===== src/shared/cscs_cfg.svh =====
// constants for the clock source configuration decoder
// assumes configuration words arrive as static 16-bit values from program memory
// Functional notes
// - the instruction clock is the system clock divided by two.
// - at power-on reset the system clock source comes from the 3-bit initial source field, later only switching changes it.
// - initial source codes 000..111 select fast rc, fast rc with pll, primary, primary with pll, secondary, low power rc, fast rc div16, fast rc div n.
// - an erased configuration word selects fast rc div n, code 111.
// - primary mode 11 disables the primary oscillator, 10 crystal high, 01 crystal medium, 00 external clock.
// - the primary mode field matters only for initial source 010 or 011.
// - with the pin function bit set the instruction clock drives the oscillator output pin, else the pin is general i/o.
// - the pin function bit is ignored while a crystal mode owns the oscillator output pin.
// - with two-speed start-up set the device starts on fast rc and switches to the configured source once it is ready.
// - switch/monitor mode 1x disables both, 01 enables switching only, 00 enables switching and the fail-safe monitor.
// - with the one-shot remap bit set the pin mapping may be reconfigured only once.
// - both words live in program memory and are read-only after programming.
// - after power-on reset the current and new source fields start from the initial source setting; with two-speed start-up current starts at fast rc.
// - a detected clock failure sets the clock fail flag, which stays set until software clears it.
`ifndef CSCS_CFG_SVH
`define CSCS_CFG_SVH
`define CSCS_SRC_LSB 0
`define CSCS_TWO_SPEED_BIT 7
`define CSCS_PMODE_LSB 0
`define CSCS_PINFUNC_BIT 2
`define CSCS_REMAP_BIT 5
`define CSCS_SWMON_LSB 6
`define CSCS_ERASED_WORD 16'hFFFF
`define CSCS_ICLK_DIV 2
`endif


===== src/shared/cscs_pkg.sv =====
// types for the clock source configuration decoder
// assumes no other package is needed
package cscs_pkg;
    typedef enum logic [2:0] {
        CSCS_SRC_FRC = 3'h0,
        CSCS_SRC_FRC_PLL = 3'h1,
        CSCS_SRC_PRI = 3'h2,
        CSCS_SRC_PRI_PLL = 3'h3,
        CSCS_SRC_SEC = 3'h4,
        CSCS_SRC_LOW_POWER_RC_OSC = 3'h5,
        CSCS_SRC_FRC_DIV16 = 3'h6,
        CSCS_SRC_FRC_DIVN = 3'h7
    } cscs_src_t;
    typedef enum logic [1:0] {
        CSCS_PM_EXT = 2'h0,
        CSCS_PM_XT_MED = 2'h1,
        CSCS_PM_XT_HIGH = 2'h2,
        CSCS_PM_OFF = 2'h3
    } cscs_pmode_t;
    typedef enum logic [1:0] {
        CSCS_ST_LATCH = 2'h0,
        CSCS_ST_WAIT = 2'h1,
        CSCS_ST_RUN = 2'h2
    } cscs_state_t;
endpackage : cscs_pkg


===== src/rtl/cscs_iclk_div.sv =====
// instruction clock enable: divides the system clock rate by two
// assumes one clock domain and a synchronised reset
`timescale 1ns/10ps
`include "cscs_cfg.svh"
module cscs_iclk_div (
    input wire logic sys_clk,
    input wire logic rst_n,
    output logic iclk_en,
    output logic iclk_lvl
);
    typedef struct packed {
        logic [$clog2(`CSCS_ICLK_DIV)-1:0] cnt;
        logic lvl;
        logic en;
    } cscs_div_t;
    cscs_div_t st_ff;
    cscs_div_t nxt_st;
    localparam int DIV_W = $clog2(`CSCS_ICLK_DIV);
    localparam logic [DIV_W-1:0] LAST = DIV_W'(`CSCS_ICLK_DIV - 1);
    always_comb
    begin
        nxt_st = st_ff;
        nxt_st.en = (st_ff.cnt == LAST);
        if (st_ff.cnt == LAST)
        begin
            nxt_st.cnt = '0;
        end
        else
        begin
            nxt_st.cnt = st_ff.cnt + 1'b1;
        end
        nxt_st.lvl = (nxt_st.cnt == '0);
    end
    always_ff @(posedge sys_clk or negedge rst_n)
    begin
        if (!rst_n)
        begin
            st_ff <= '0;
        end
        else
        begin
            st_ff <= nxt_st;
        end
    end
    assign iclk_en = st_ff.en;
    assign iclk_lvl = st_ff.lvl;
    iclk_period_a: assert property (@(posedge sys_clk) disable iff (!rst_n)
        iclk_en |=> !iclk_en ##1 iclk_en) else $error("instruction clock not half rate");
endmodule : cscs_iclk_div


===== src/rtl/cscs_top.sv =====
// power-on clock source decoder for the two oscillator configuration words
// assumes the words are static from program memory; source ready, failure
// detect and remap request come from the oscillator and pin-select logic
`timescale 1ns/10ps
`include "cscs_cfg.svh"
module cscs_top (
    input wire logic sys_clk,
    input wire logic rstn,
    input wire logic [15:0] initial_source_config_word,
    input wire logic [15:0] oscillator_mode_config_word,
    input wire logic src_ready,
    input wire logic clk_fail_det,
    input wire logic clk_fail_clr,
    input wire logic remap_req,
    input wire logic sw_req,
    input wire logic [2:0] sw_new_src,
    input wire logic gpio_out,
    input wire logic gpio_oe,
    input wire logic osc_out_pin_i,
    output logic [2:0] current_source,
    output logic [2:0] new_source,
    output logic [1:0] primary_osc_mode,
    output logic pri_osc_en,
    output logic switch_en,
    output logic failsafe_clock_monitor,
    output logic clock_fail_flag,
    output logic remap_allowed,
    output logic remap_ack,
    output logic cfg_valid,
    output logic osc_out_pin_o,
    output logic osc_out_pin_oe,
    output logic gpio_in
);
    typedef struct packed {
        cscs_pkg::cscs_state_t state;
        logic [2:0] cfg_src;
        logic [1:0] pmode;
        logic pin_func;
        logic two_speed;
        logic [1:0] swmon;
        logic one_shot;
        logic [2:0] cur;
        logic [2:0] nxt;
        logic fail;
        logic remap_done;
        logic remap_ok;
        logic ack;
        logic valid;
        logic pri_en;
        logic sw_en;
        logic failsafe_clock_monitor_en;
        logic pin_o;
        logic pin_oe;
        logic gin;
    } cscs_st_t;
    cscs_st_t st_ff;
    cscs_st_t nxt_st;
    logic [1:0] rst_sync_ff;
    logic rst_n;
    logic iclk_lvl;
    // reset release through two flops
    always_ff @(posedge sys_clk or negedge rstn)
    begin
        if (!rstn)
        begin
            rst_sync_ff <= 2'h0;
        end
        else
        begin
            rst_sync_ff <= {rst_sync_ff[0], 1'b1};
        end
    end
    assign rst_n = rst_sync_ff[1];
    cscs_iclk_div u_div (
        .sys_clk(sys_clk),
        .rst_n(rst_n),
        .iclk_en(),
        .iclk_lvl(iclk_lvl)
    );
    // primary mode only matters for the two primary sources
    function automatic logic uses_pri(input logic [2:0] src);
        uses_pri = (src == cscs_pkg::CSCS_SRC_PRI) || (src == cscs_pkg::CSCS_SRC_PRI_PLL);
    endfunction : uses_pri
    function automatic logic is_crystal(input logic [2:0] src, input logic [1:0] pm);
        is_crystal = uses_pri(src) && ((pm == cscs_pkg::CSCS_PM_XT_MED) ||
            (pm == cscs_pkg::CSCS_PM_XT_HIGH));
    endfunction : is_crystal
    always_comb
    begin
        nxt_st = st_ff;
        nxt_st.ack = 1'b0;
        unique case (st_ff.state)
            cscs_pkg::CSCS_ST_LATCH:
            begin
                // words only read, never written here
                nxt_st.cfg_src = initial_source_config_word[`CSCS_SRC_LSB +: 3];
                nxt_st.two_speed = initial_source_config_word[`CSCS_TWO_SPEED_BIT];
                nxt_st.pmode = oscillator_mode_config_word[`CSCS_PMODE_LSB +: 2];
                nxt_st.pin_func = oscillator_mode_config_word[`CSCS_PINFUNC_BIT];
                nxt_st.swmon = oscillator_mode_config_word[`CSCS_SWMON_LSB +: 2];
                nxt_st.one_shot = oscillator_mode_config_word[`CSCS_REMAP_BIT];
                // power-on source from field, erased gives 111
                nxt_st.nxt = initial_source_config_word[`CSCS_SRC_LSB +: 3];
                // two-speed start runs on fast rc first
                if (initial_source_config_word[`CSCS_TWO_SPEED_BIT])
                begin
                    nxt_st.cur = cscs_pkg::CSCS_SRC_FRC;
                    nxt_st.state = cscs_pkg::CSCS_ST_WAIT;
                end
                else
                begin
                    nxt_st.cur = initial_source_config_word[`CSCS_SRC_LSB +: 3];
                    nxt_st.state = cscs_pkg::CSCS_ST_RUN;
                end
                nxt_st.valid = 1'b1;
                nxt_st.remap_ok = 1'b1;
                // enables decoded once so the outputs come from flops
                nxt_st.pri_en = uses_pri(nxt_st.cfg_src) && (nxt_st.pmode != cscs_pkg::CSCS_PM_OFF);
                nxt_st.sw_en = !nxt_st.swmon[1];
                nxt_st.failsafe_clock_monitor_en = (nxt_st.swmon == 2'h0);
            end
            cscs_pkg::CSCS_ST_WAIT:
            begin
                // hand over when configured source ready
                if (src_ready)
                begin
                    nxt_st.cur = st_ff.cfg_src;
                    nxt_st.state = cscs_pkg::CSCS_ST_RUN;
                end
            end
            cscs_pkg::CSCS_ST_RUN:
            begin
                // later changes only through enabled switching
                if (sw_req && st_ff.sw_en)
                begin
                    nxt_st.nxt = sw_new_src;
                    nxt_st.cur = sw_new_src;
                end
            end
            default:
            begin
                nxt_st.state = cscs_pkg::CSCS_ST_LATCH;
            end
        endcase
        // fail flag sticky, set wins over clear
        if (clk_fail_clr)
        begin
            nxt_st.fail = 1'b0;
        end
        if (clk_fail_det && st_ff.failsafe_clock_monitor_en)
        begin
            nxt_st.fail = 1'b1;
        end
        if (remap_req && st_ff.remap_ok)
        begin
            nxt_st.ack = 1'b1;
            nxt_st.remap_done = 1'b1;
            nxt_st.remap_ok = !st_ff.one_shot;
        end
        // pin owned by crystal, else clock out or gpio
        if (!st_ff.valid || is_crystal(st_ff.cfg_src, st_ff.pmode))
        begin
            nxt_st.pin_o = 1'b0;
            nxt_st.pin_oe = 1'b0;
        end
        else if (st_ff.pin_func)
        begin
            nxt_st.pin_o = iclk_lvl;
            nxt_st.pin_oe = 1'b1;
        end
        else
        begin
            nxt_st.pin_o = gpio_out;
            nxt_st.pin_oe = gpio_oe;
        end
        nxt_st.gin = osc_out_pin_i;
    end
    always_ff @(posedge sys_clk or negedge rst_n)
    begin
        if (!rst_n)
        begin
            st_ff <= '0;
        end
        else
        begin
            st_ff <= nxt_st;
        end
    end
    // outputs straight from the state flops
    assign current_source = st_ff.cur;
    assign new_source = st_ff.nxt;
    assign primary_osc_mode = st_ff.pmode;
    assign pri_osc_en = st_ff.pri_en;
    assign switch_en = st_ff.sw_en;
    assign failsafe_clock_monitor = st_ff.failsafe_clock_monitor_en;
    assign clock_fail_flag = st_ff.fail;
    assign remap_allowed = st_ff.remap_ok;
    assign remap_ack = st_ff.ack;
    assign cfg_valid = st_ff.valid;
    assign osc_out_pin_o = st_ff.pin_o;
    assign osc_out_pin_oe = st_ff.pin_oe;
    assign gpio_in = st_ff.gin;
    // reserved bits are the programmer's duty; nothing here depends on them
    // power-on source seeded from the word
    por_source_a: assert property (@(posedge sys_clk) disable iff (!rst_n)
        (st_ff.state == cscs_pkg::CSCS_ST_LATCH && !initial_source_config_word[7]) |=>
        current_source == $past(initial_source_config_word[2:0])) else $error("power-on source wrong");
    new_seed_a: assert property (@(posedge sys_clk) disable iff (!rst_n)
        st_ff.state == cscs_pkg::CSCS_ST_LATCH |=>
        new_source == $past(initial_source_config_word[2:0])) else $error("new source not seeded");
    two_speed_a: assert property (@(posedge sys_clk) disable iff (!rst_n)
        (st_ff.state == cscs_pkg::CSCS_ST_LATCH && initial_source_config_word[7]) |=>
        current_source == 3'h0) else $error("two-speed start not on fast rc");
    cfg_hold_a: assert property (@(posedge sys_clk) disable iff (!rst_n)
        $past(cfg_valid) |-> $stable(primary_osc_mode) && $stable(st_ff.cfg_src))
        else $error("latched configuration changed");
    switch_block_a: assert property (@(posedge sys_clk) disable iff (!rst_n)
        (st_ff.state == cscs_pkg::CSCS_ST_RUN && st_ff.swmon[1]) |=> $stable(current_source))
        else $error("source changed with switching disabled");
    fail_set_a: assert property (@(posedge sys_clk) disable iff (!rst_n)
        (clk_fail_det && failsafe_clock_monitor) |=> clock_fail_flag)
        else $error("clock fail not flagged");
    fail_hold_a: assert property (@(posedge sys_clk) disable iff (!rst_n)
        (clock_fail_flag && !clk_fail_clr) |=> clock_fail_flag)
        else $error("clock fail flag dropped");
    one_shot_a: assert property (@(posedge sys_clk) disable iff (!rst_n)
        (remap_ack && st_ff.one_shot) |-> !remap_allowed)
        else $error("second remap allowed");
    crystal_pin_a: assert property (@(posedge sys_clk) disable iff (!rst_n)
        $past(cfg_valid) && is_crystal(st_ff.cfg_src, st_ff.pmode) |-> !osc_out_pin_oe)
        else $error("pin driven in crystal mode");
endmodule : cscs_top


===== config.mk =====
export PLATFORM = sky130hd
export DESIGN_NAME = cscs_top
export DESIGN_NICKNAME = d
export VERILOG_FILES = /design/src/shared/cscs_pkg.sv /design/src/rtl/cscs_iclk_div.sv /design/src/rtl/cscs_top.sv
export VERILOG_INCLUDE_DIRS = /design/src /design/src/shared
export SDC_FILE = /design/constraint.sdc
export NUM_CORES = 1
export LEC_CHECK = 0
export BUFFER_PORTS_ARGS = -buffer_cell sky130_fd_sc_hd__buf_2
export CORE_UTILIZATION = 35
export DETAILED_ROUTE_END_ITERATION = 6
export HOLD_SLACK_MARGIN = 0.05
export MAX_ROUTING_LAYER = met4
export PLACE_DENSITY = 0.63
export SLEW_MARGIN = 25
export SYNTH_ARGS = -nofsm -noshare
export SYNTH_HDL_FRONTEND = slang
export SYNTH_HIERARCHICAL = 1
export SYNTH_SLANG_ARGS = --single-unit

===== constraint.sdc =====
create_clock -name sys_clk -period 1.2 [get_ports sys_clk]
set_input_delay 0.18 -clock sys_clk [delete_from_list [all_inputs] [get_ports sys_clk]]
set_output_delay 0.18 -clock sys_clk [all_outputs]
set_load 0.03 [all_outputs]

Word level (Yosys, flattened, before mapping)
Index checks and enable logic that the tools add are counted.
{"block": "op_classes", "add_sub_neg": 1, "n_eq_ne": 11, "n_mux": 15, "bitwise": 2, "reduce_logical": 21}
{"operator": "3-bit by 2-bit equality test with 1-bit output (second input constant)", "n": 4}
{"operator": "2-bit two-way mux", "n": 5}
{"operator": "3-bit case mux with 3 select lines", "n": 1}
{"operator": "3-bit two-way mux", "n": 2}
{"operator": "6-bit two-way mux", "n": 1}
{"operator": "2-bit != test (second input constant)", "n": 3}
{"operator": "2-bit case mux with 3 select lines", "n": 1}
{"operator": "3-bit case mux with 2 select lines", "n": 1}
{"operator": "2-bit nonzero test", "n": 3}
{"operator": "1-bit logical AND", "n": 5}
{"operator": "2-bit by 1-bit equality test with 1-bit output (second input constant)", "n": 2}
{"operator": "2-bit equality test (second input constant)", "n": 2}
{"operator": "2-bit logical NOT", "n": 2}
{"operator": "1-bit logical OR", "n": 4}
{"operator": "1-bit two-way mux", "n": 4}
{"operator": "2-bit AND reduction", "n": 2}
{"operator": "1-bit logical NOT", "n": 3}
{"operator": "3-bit AND reduction", "n": 1}
{"operator": "3-bit nonzero test", "n": 1}
{"operator": "1-bit NOT", "n": 2}
{"operator": "1-bit adder (second input constant)", "n": 1}
{"block": "totals", "reg_bits": 29, "wordCells": 70}

Depth between registers and ports, before layout
Gate-level depths: netlist (run 1).
{"block": "logic_depth", "ltp_word": 5, "ltp_mapped": 6}

Hierarchy
The synthesis (run 1) kept the hierarchy.
{"mod": "cscs_top", "n_inst": 1, "cells_each": 105, "area_each_um2": 1296.2, "seq_area_each_um2": 675.6}
{"mod": "cscs_iclk_div", "n_inst": 1, "cells_each": 4, "area_each_um2": 61.3, "seq_area_each_um2": 50.0}

Worst setup path before layout (run 1)
No wires, ideal clock.
{"block": "synth_timing", "path_type": "reg-to-reg", "from": "register st_ff[28] in the netlist's numbering", "to": "register st_ff, in the netlist current_source[1]", "arrival_ns": 1.457, "required_time_ns": 1.075, "path_slack_ns": -0.382, "stages_incl_launch_ff": 6, "cell_sequence": "dfrtp_1 -> inv_1 -> ha_1 -> and2b_4 -> a211oi_4 -> mux2_2"}
{"block": "synth_between", "elab_chain_len": 3, "word_cells_on_any_way": 8, "classes_between": "eq/ne: 4; mux: 1; reduce/logical: 3"}
{"item": "from (decl)", "line_no": "cscs_top.sv:56", "source": "cscs_st_t st_ff;"}
{"item": "from (signal assigned)", "line_no": "cscs_top.sv:186", "source": "st_ff <= nxt_st;"}
{"item": "2-bit equality test, or another cell as far along", "line_no": "cscs_top.sv:92", "source": "unique case (st_ff.state)"}
{"item": "2-bit != test (no source line) / 3-bit nonzero test (equally long branches)"}
{"item": "3-bit AND reduction (no source line)"}
Several ways; a longest one is shown, not always the timed one.
A chain may end at the register's enable or synchronous reset.

Final worst setup path (run 1)
{"block": "layout_timing", "from": "register st_ff[28] in the netlist's numbering", "to": "register st_ff, in the netlist current_source[2]"}
Same word-level chain as after synthesis.

==> results of run 1 <==
[cell families after synthesis]
kind of cell | share of synthesized area, %
flip-flops | 53.5
AND/OR/NAND/NOR | 6.18
buffers and inverters | 8.11
adder cells (fa/ha/maj) | 5.53
other | 0.276
multiplexers | 14.7
AO/OA/AOI/OAI | 11.1
XOR/XNOR | 0.645
[repair_timing]
item | in CTS | in global routing
pin swaps | 1 | 3
setup endpoints to repair | 18 | 20
setup buffers | 3 | 5
hold endpoints to repair | 3 | 0
hold buffers | 2 | 0
gates resized for setup | 4 | 13
[synthesized netlist by cell type (all sizes together)]
cell / number
nor2b: 1
and2: 1
or2: 1
a31oi: 1
a21oi: 4
mux2i: 2
ha: 6
nand2: 3
xnor2: 1
buf: 11
o41ai: 2
o21ai: 4
a211oi: 2
nor3b: 1
mux2: 16
inv: 7
nor2: 8
a22o: 6
dfrtp: 29
conb: 1
and2b: 1
nand2b: 1
[through the flow]
step	worst slack, ns	hold WS [ns]	area [µm²]	util (%)
after floorplan	-0.297	-0.116	1390	-
after global placement	-0.301	-0.0333	1680	45.4
after detailed placement	-0.355	-0.0320	1680	45.4
after CTS	-0.378	0.0773	1860	50.3
after global routing	-0.438	0.108	1950	52.7
final	-0.389	0.0904	1950	52.7
[final cells by class]
cell class | count | area (µm²)
clock buffer | 6 | 82.6
clock inverter | 2 | 37.5
fill | 332 | 1740
inverter | 7 | 28.8
multi-input combinational | 62 | 608
sequential | 29 | 727
tap | 48 | 60.1
timing repair buffer | 61 | 402
[state kept, by name, indices dropped and copies added, names as in the netlist, 2 cells and up]
name	cells
current_source	3
primary_osc_mode	2
new_source	3
st_ff	7
rst_sync_ff	2
[power by group through the flow]
stage	clock [mW]	sequential, mW	combinational (mW)
2_1_floorplan	0	1.75	1.51
3_3_place_gp	0	1.56	2.21
3_5_place_dp	0	1.58	2.27
4_1_cts	1.09	1.56	2.37
5_1_grt	1.12	1.61	2.80
6_report	1.06	1.56	2.63
[layer usage]
layer,global-route usage (%),vias up,share of wire (%)
met5,-,-,0
met4,5.83,0,1.4
met3,4.46,4,5.0
met2,27.4,31,50
met1,17.0,475,43
li1,-,481,-
[worst min path at each step]
stage                                 to  depth (start not counted)  slack, ns
final                          switch_en                          2       0.09
after global routing           switch_en                          2       0.11
after CTS                      switch_en                          2       0.08
after detailed placement  rst_sync_ff[1]                          1      -0.03
after global placement    rst_sync_ff[0]                          1      -0.03
after floorplan           rst_sync_ff[0]                          0      -0.12
==> results.sh, run 1 <==
export IMPL_post_route_period_util_pct=132
export IMPL_netSwitchingFraction_pct=37.1
export IMPL_cts_made_buffers=5
export IMPL_diodes=0
export IMPL_port_buffers=40
export IMPL_ys_ff_latch=29
export IMPL_min_path_type="primary input to flop"
export IMPL_outcome="finished with violations"
export IMPL_path_depth=6
export IMPL_wire_per_inst_um=13.6
export IMPL_die_h_um=64.3
export IMPL_drc_errors=0
export IMPL_grt_antenna_before_repair=0
export IMPL_internal_power_mw=3.30
export IMPL_crit_buf_inv=2
export IMPL_grt_pass1_wl_um=4710
export IMPL_root_buffer="clkbuf_8"
export IMPL_crit_type="flop to flop"
export IMPL_rows=22
export IMPL_ys_seq_area_share_pct=53.5
export IMPL_grt_ovfl_total=0
export IMPL_syn2layout_area_growth_pct=43.3
export IMPL_required_ns=1.37
export IMPL_final_setup_viol_count=18
export IMPL_layout_setup_ws_ns=-0.389
export IMPL_synth_nets=160
export IMPL_ctsLongestPathBuffers=2
export IMPL_rr_worst_depth=6
export IMPL_numClockSinks=29
export IMPL_initial_core_util_pct=36.8
export IMPL_endpoint_kind="flop"
export IMPL_clk_latency_ns=0.28
export IMPL_routed_via_density=4.61
export IMPL_crit_path_end="current_source[2]"
export IMPL_irDropWorstVdd_uv=1410
export IMPL_timing_critical_path_cells="buf_6 -> ha_4 -> buf_6 -> a22o_1 -> a22o_1 -> mux2_4"
export IMPL_finalCriticalPeriod_ns=1.59
export IMPL_routed_wl_um=2920
export IMPL_fmax_mhz=629
export IMPL_core_um2=3690
export IMPL_worstPathMaxFanout=6
export IMPL_layout_common_cells="buf_2 (39), dfrtp_1 (28), buf_4 (15)"
export IMPL_postRouteAntennaNets=0
export IMPL_clkPwrFrac_pct=20.1
export IMPL_startpoint_type="flop"
export IMPL_hold_path_startpoint="oscillator_mode_config_word[7]"
export IMPL_critical_path_max_stage_delay_ns=0.41
export IMPL_nNetsFinal=217
export IMPL_yosysUniqueCellTypes=25
export IMPL_synth_area_per_cell_um2=12.5
export IMPL_powerDensity_nw_per_um2=2700
export IMPL_place_gp_congestion=0.806
export IMPL_setup_tns_ns=-4.72
export IMPL_combPwrFrac_pct=50.1
export IMPL_skew_ns=0.00615
export IMPL_grt_pass1_vias=1037
export IMPL_syn_area_um2=1360
export IMPL_htree_levels=2
export IMPL_fin_cells=215
export IMPL_reg2reg_from="st_ff[28]"
export IMPL_yosys_warnings=6
export IMPL_ys_top_cells_by_area="dfrtp_1 (53%), mux2_2 (13%), ha_1 (5.5%)"
export IMPL_p_leak_nw=0.948
export IMPL_dp_cells=197
export IMPL_cp_startpoint="st_ff[28]"
export IMPL_worst_path_max_delay_cell="dfrtp_1"
export IMPL_final_hold_violation_count=0
export IMPL_crit_arrival_ns=1.76
export IMPL_syn_inst=109
export IMPL_max_cap_violations=0
export IMPL_grt_max_degree=22
export IMPL_drtIter0Drc=30
export IMPL_regToRegSetupSlack_ns=-0.39
export IMPL_drive_above_1_share_pct=57.5
export IMPL_violations="negative setup slack"
export IMPL_dp_hpwl_um=2070
export IMPL_die_x_um=64.3
export IMPL_reg2reg_to="current_source[2]"
export IMPL_cts_tree="built"
export IMPL_dr_total_vias=991
export IMPL_cpLargestDelayFamily="flip-flops"
export IMPL_clk_pin_slew_ns=0.07
export IMPL_die_area_um2=4130
export IMPL_yosysTopAreaCellShare_pct=53.5
export IMPL_dr_pass1_iters=3
export IMPL_rsz0062_at_grt="true"
export IMPL_synth_top_cell_by_area="dfrtp_1"
export IMPL_grtUsageTotal_pct=15.8
export IMPL_maxSlewViolCount=0
export IMPL_boundaryPins=63
export IMPL_final_common_cell="buf_2"
export IMPL_seqPwrFrac_pct=29.7
export IMPL_total_power_mw=5.25
export IMPL_power_switching_mw=1.95
(Power assumes the default switching activity.)
==> run 2: changes to the inputs <==
Settings changed: CORE_UTILIZATION 35 to 46, PLACE_DENSITY 0.63 to 0.79.
==> results.sh, run 2 (synthesis results as in run 1) <==
export IMPL_layout_setup_ws_ns=-0.377
export IMPL_htree_levels=2
export IMPL_root_buffer="clkbuf_4"
export IMPL_startpoint_type="flop"
export IMPL_dr_pass1_iters=4
export IMPL_crit_type="flop to flop"
export IMPL_dr_total_vias=1009
export IMPL_required_ns=1.39
export IMPL_syn2layout_area_growth_pct=40.8
export IMPL_min_path_type="primary input to flop"
export IMPL_met1_length_um=1250
export IMPL_wl_met2_um=1500
export IMPL_drive_above_1_share_pct=56.0
export IMPL_grt_antenna_before_repair=0
export IMPL_post_route_period_util_pct=131
export IMPL_wire_per_inst_um=14.9
export IMPL_skew_ns=0.00449
export IMPL_numClockSinks=29
export IMPL_final_common_cell="buf_2"
export IMPL_total_power_mw=5.19
export IMPL_critical_path_max_stage_delay_ns=0.43
export IMPL_max_cap_violations=0
export IMPL_layout_common_cells="buf_2 (39), dfrtp_1 (28), buf_4 (14)"
export IMPL_routed_via_density=5.07
export IMPL_clk_pin_slew_ns=0.09
export IMPL_p_leak_nw=0.961
export IMPL_fmax_mhz=634
export IMPL_clk_latency_ns=0.32
export IMPL_port_buffers=40
export IMPL_grt_pass1_wl_um=4490
export IMPL_largest_reg_flops=7
export IMPL_cts_made_buffers=5
export IMPL_final_fill_count=195
export IMPL_rsz0062_at_grt="true"
export IMPL_postRouteAntennaNets=0
export IMPL_dp_hpwl_um=1940
export IMPL_nNetsFinal=218
export IMPL_endpoint_kind="flop"
export IMPL_grtUsageTotal_pct=19.9
export IMPL_worst_path_max_delay_cell="dfrtp_1"
export IMPL_drtIter0Drc=28
export IMPL_crit_arrival_ns=1.77
export IMPL_boundaryPins=63
export IMPL_die_h_um=56.3
export IMPL_regToRegSetupSlack_ns=-0.38
export IMPL_initial_core_util_pct=48.8
export IMPL_final_setup_viol_count=18
export IMPL_finalCriticalPeriod_ns=1.58
export IMPL_place_gp_congestion=0.885
export IMPL_wl_met3_um=170
export IMPL_worstPathMaxFanout=4
export IMPL_diodes=0
export IMPL_final_area_um2=1910
export IMPL_drc_errors=0
export IMPL_grt_max_degree=28
export IMPL_timing_critical_path_cells="inv_2 -> ha_4 -> and2b_4 -> buf_4 -> o41ai_1"
export IMPL_maxSlewViolCount=0
export IMPL_final_hold_violation_count=0
export IMPL_core_um2=2780
export IMPL_routed_wl_um=2960
export IMPL_die_x_um=56.3
export IMPL_cts_tree="built"
export IMPL_die_area_um2=3170
export IMPL_top_register="st_ff"
export IMPL_rows=19
export IMPL_powerDensity_nw_per_um2=2710
export IMPL_ctsLongestPathBuffers=2
export IMPL_dr_max_layer_used="met4"
export IMPL_outcome="finished with violations"
export IMPL_grt_ovfl_total=0
export IMPL_irDropWorstVdd_uv=2710
export IMPL_place_area_um2=1620
export IMPL_grt_pass1_vias=1012
export IMPL_violations="negative setup slack"
-- run 2: cell types whose count changed in the layout (fill, tap and decap cells not counted), moves of 2 or more --
cell | before | now
clkbuf_4 | 0 | 5
clkbuf_8 | 6 | 1
buf_12 | 2 | 0
dlygate4sd3_1 | 2 | 4
mux2_4 | 5 | 13
mux2_2 | 11 | 3
-- run 2: per-stage QoR --
step / TNS [ns] / utilization (%) / hold WS (ns) / instances / setup WS [ns]
floorplan: -2.91 / - / -0.116 / 109 / -0.297
global placement: -3.31 / 58.3 / -0.0356 / 179 / -0.301
detailed placement: -4.33 / 58.3 / -0.0317 / 179 / -0.365
CTS: -4.00 / 64.5 / 0.0567 / 194 / -0.364
global route: -4.65 / 68.7 / 0.0626 / 199 / -0.431
finish: -3.67 / 68.7 / 0.0620 / 199 / -0.377
-- run 2: worst paths after layout --
check,depth (start not counted),from,end
worst max-delay path,5,st_ff[28],st_ff[28]
worst min-delay path,3,clk_fail_det,clock_fail_flag
worst max register to register,5,st_ff[28],st_ff[28]
min in group asynchronous,2,rstn,rst_sync_ff[1]
worst min register to register,1,rst_sync_ff[1],failsafe_clock_monitor
max in group asynchronous,1,rst_sync_ff[1],st_ff[27]
-- run 2: critical path: cells and delay by family, from the launching register on --
kind / cells / cell delay (ns)
buffers and inverters: 2 / 0.24
adder cells (fa/ha/maj): 1 / 0.19
flip-flops: 1 / 0.43
AO/OA/AOI/OAI: 1 / 0.42
AND/OR/NAND/NOR: 1 / 0.17
-- run 2: metal layers --
metal | up-vias | track usage [%]
li1 | 483 | -
met1 | 486 | 21.9
met2 | 36 | 30.6
met3 | 4 | 6.45
met4 | 0 | 13.6
met5 | - | -
-- run 2: final cells by class --
cell class / instances / area (µm²) / share of cell area [%]
clock inverter: 1 / 30.0 / 1.57
timing repair buffer: 62 / 400 / 20.9
tap: 31 / 38.8 / 2.03
sequential: 29 / 727 / 38.0
multi-input combinational: 62 / 632 / 33.0
inverter: 7 / 28.8 / 1.51
clock buffer: 7 / 55.1 / 2.88
-- run 2: timing repair --
action	CTS	global route
endpoints found under the setup margin	19	20
gates resized for setup	7	19
pin swaps	1	1
hold buffers	4	0
setup buffers	3	5
hold endpoints to repair	5	0
-- run 2: power breakdown --
group          switching [mW]  internal (mW)
combinational            1.37           1.43
clock                   0.325          0.497
sequential              0.250           1.32
total                    1.94           3.25
==> run 3: changes to the inputs <==
Settings changed: RECOVER_POWER set to 50.
==> results.sh, run 3 (synthesis results as in run 1) <==
export IMPL_outcome="finished with violations"
export IMPL_violations="negative setup slack"
export IMPL_dr_pass1_iters=4
export IMPL_final_setup_viol_count=18
export IMPL_fmax_mhz=634
export IMPL_die_area_um2=3170
export IMPL_boundaryPins=63
export IMPL_crit_arrival_ns=1.77
export IMPL_top_register="st_ff"
export IMPL_grt_ovfl_total=0
export IMPL_hold_path_startpoint="clk_fail_det"
export IMPL_wire_per_inst_um=14.9
export IMPL_max_cap_violations=0
export IMPL_drc_errors=0
export IMPL_irDropWorstVdd_uv=2710
export IMPL_grt_pass1_wl_um=4490
export IMPL_rows=19
export IMPL_routed_wl_um=2960
export IMPL_htree_levels=2
export IMPL_layout_setup_ws_ns=-0.377
export IMPL_ctsLongestPathBuffers=2
export IMPL_die_x_um=56.3
export IMPL_drtIter0Drc=28
export IMPL_reg2reg_to="st_ff[28]"
export IMPL_grt_antenna_before_repair=0
export IMPL_layout_common_cells="buf_2 (38), dfrtp_1 (28), mux2_4 (13), buf_4 (13), nor2_1 (8)"
export IMPL_p_leak_nw=0.957
export IMPL_grt_pass1_vias=1012
export IMPL_numClockSinks=29
export IMPL_root_buffer="clkbuf_4"
export IMPL_dr_total_vias=1009
export IMPL_core_um2=2780
export IMPL_post_route_period_util_pct=131
export IMPL_dp_slack_ns=-0.365
export IMPL_finalCriticalPeriod_ns=1.58
export IMPL_powerDensity_nw_per_um2=2720
export IMPL_min_path_type="primary input to flop"
export IMPL_endpoint_kind="flop"
export IMPL_diodes=0
export IMPL_maxSlewViolCount=0
export IMPL_total_power_mw=5.18
export IMPL_final_util_pct=68.6
export IMPL_largest_reg_flops=7
export IMPL_grt_max_degree=28
export IMPL_skew_ns=0.00449
export IMPL_die_h_um=56.3
export IMPL_cts_made_buffers=5
export IMPL_hold_depth=3
export IMPL_dp_hpwl_um=1940
export IMPL_clk_latency_ns=0.32
export IMPL_drive_above_1_share_pct=55.4
export IMPL_worst_pin_slew_ns=0.666
export IMPL_min_to="clock_fail_flag"
export IMPL_place_area_um2=1620
export IMPL_grtUsageTotal_pct=19.9
export IMPL_hold_slack_ns=0.0620
export IMPL_final_fill_count=197
export IMPL_regToRegSetupSlack_ns=-0.38
export IMPL_reg2reg_from="st_ff[28]"
export IMPL_port_buffers=40
export IMPL_startpoint_type="flop"
export IMPL_final_common_cell="buf_2"
export IMPL_rsz0062_at_grt="true"
export IMPL_clk_pin_slew_ns=0.09
export IMPL_rr_worst_depth=5
export IMPL_cts_tree="built"
export IMPL_syn2layout_area_growth_pct=40.6
export IMPL_final_hold_violation_count=0
export IMPL_crit_type="flop to flop"
export IMPL_nNetsFinal=218
export IMPL_initial_core_util_pct=48.8
export IMPL_place_gp_congestion=0.885
export IMPL_final_area_um2=1910
export IMPL_slew_headroom_pct=55.6
export IMPL_routed_via_density=5.07
export IMPL_postRouteAntennaNets=0
export IMPL_required_ns=1.39
export IMPL_worstPathMaxFanout=4
==> run 3: cell count changes in the layout (fill, tap and decap cells not counted) <==
cell	previous run	this run
clkbuf_2	0	1
buf_4	14	13
clkbuf_1	1	2
buf_2	39	38
==> run 3: worst max path at each step <==
stage / startpoint / endpoint / cells past startpoint
2_1_floorplan: st_ff[28] / current_source[1] / 5
5_1_grt: st_ff[28] / current_source[1] / 5
3_5_place_dp: st_ff[27] / new_source[1] / 5
3_3_place_gp: st_ff[27] / new_source[1] / 5
4_1_cts: st_ff[27] / new_source[1] / 5
6_report: st_ff[28] / st_ff[28] / 5
==> run 3: power breakdown <==
| part | internal [mW] | total, mW | switching [mW] |
|---|---|---|---|
| registers | 1.32 | 1.57 | 0.250 |
| logic | 1.43 | 2.79 | 1.37 |
| clock network | 0.497 | 0.823 | 0.325 |
==> run 3: critical path: stages, from the launching register on <==
cell and delay [ns]:
dfrtp_1 0.43, inv_2 0.10, ha_4 0.19, and2b_4 0.17, buf_4 0.14, o41ai_1 0.42
==> run 3: per-layer routing <==
metal,vias to the layer above,global-route usage [%],wire (µm)
met3,4,6.45,170
met5,-,-,0
met2,36,30.6,1500
met4,0,13.6,47
li1,483,-,-
met1,486,21.9,1250
==> run 3: stage by stage <==
step	setup TNS, ns	cells
after floorplan	-2.91	109
after global placement	-3.31	179
after detailed placement	-4.33	179
after CTS	-4.00	194
after global routing	-4.65	199
final	-3.67	199
==> run 3: area by class of cell <==
type,instances,area [µm²],area share (%)
Timing Repair Buffer,62,397,20.8
Multi-Input combinational cell,62,632,33.1
Sequential cell,29,727,38.1
Clock inverter,1,30.0,1.57
Tap cell,31,38.8,2.03
Clock buffer,7,55.1,2.89
Inverter,7,28.8,1.51
==> run 3: repair_timing <==
item,in CTS,in global routing
cloned,0,0
setup endpoints to repair,19,20
hold buffers,4,0
pin swaps,1,1
buffers inserted,3,5
resized for setup,7,19
endpoints found under the hold margin,5,0
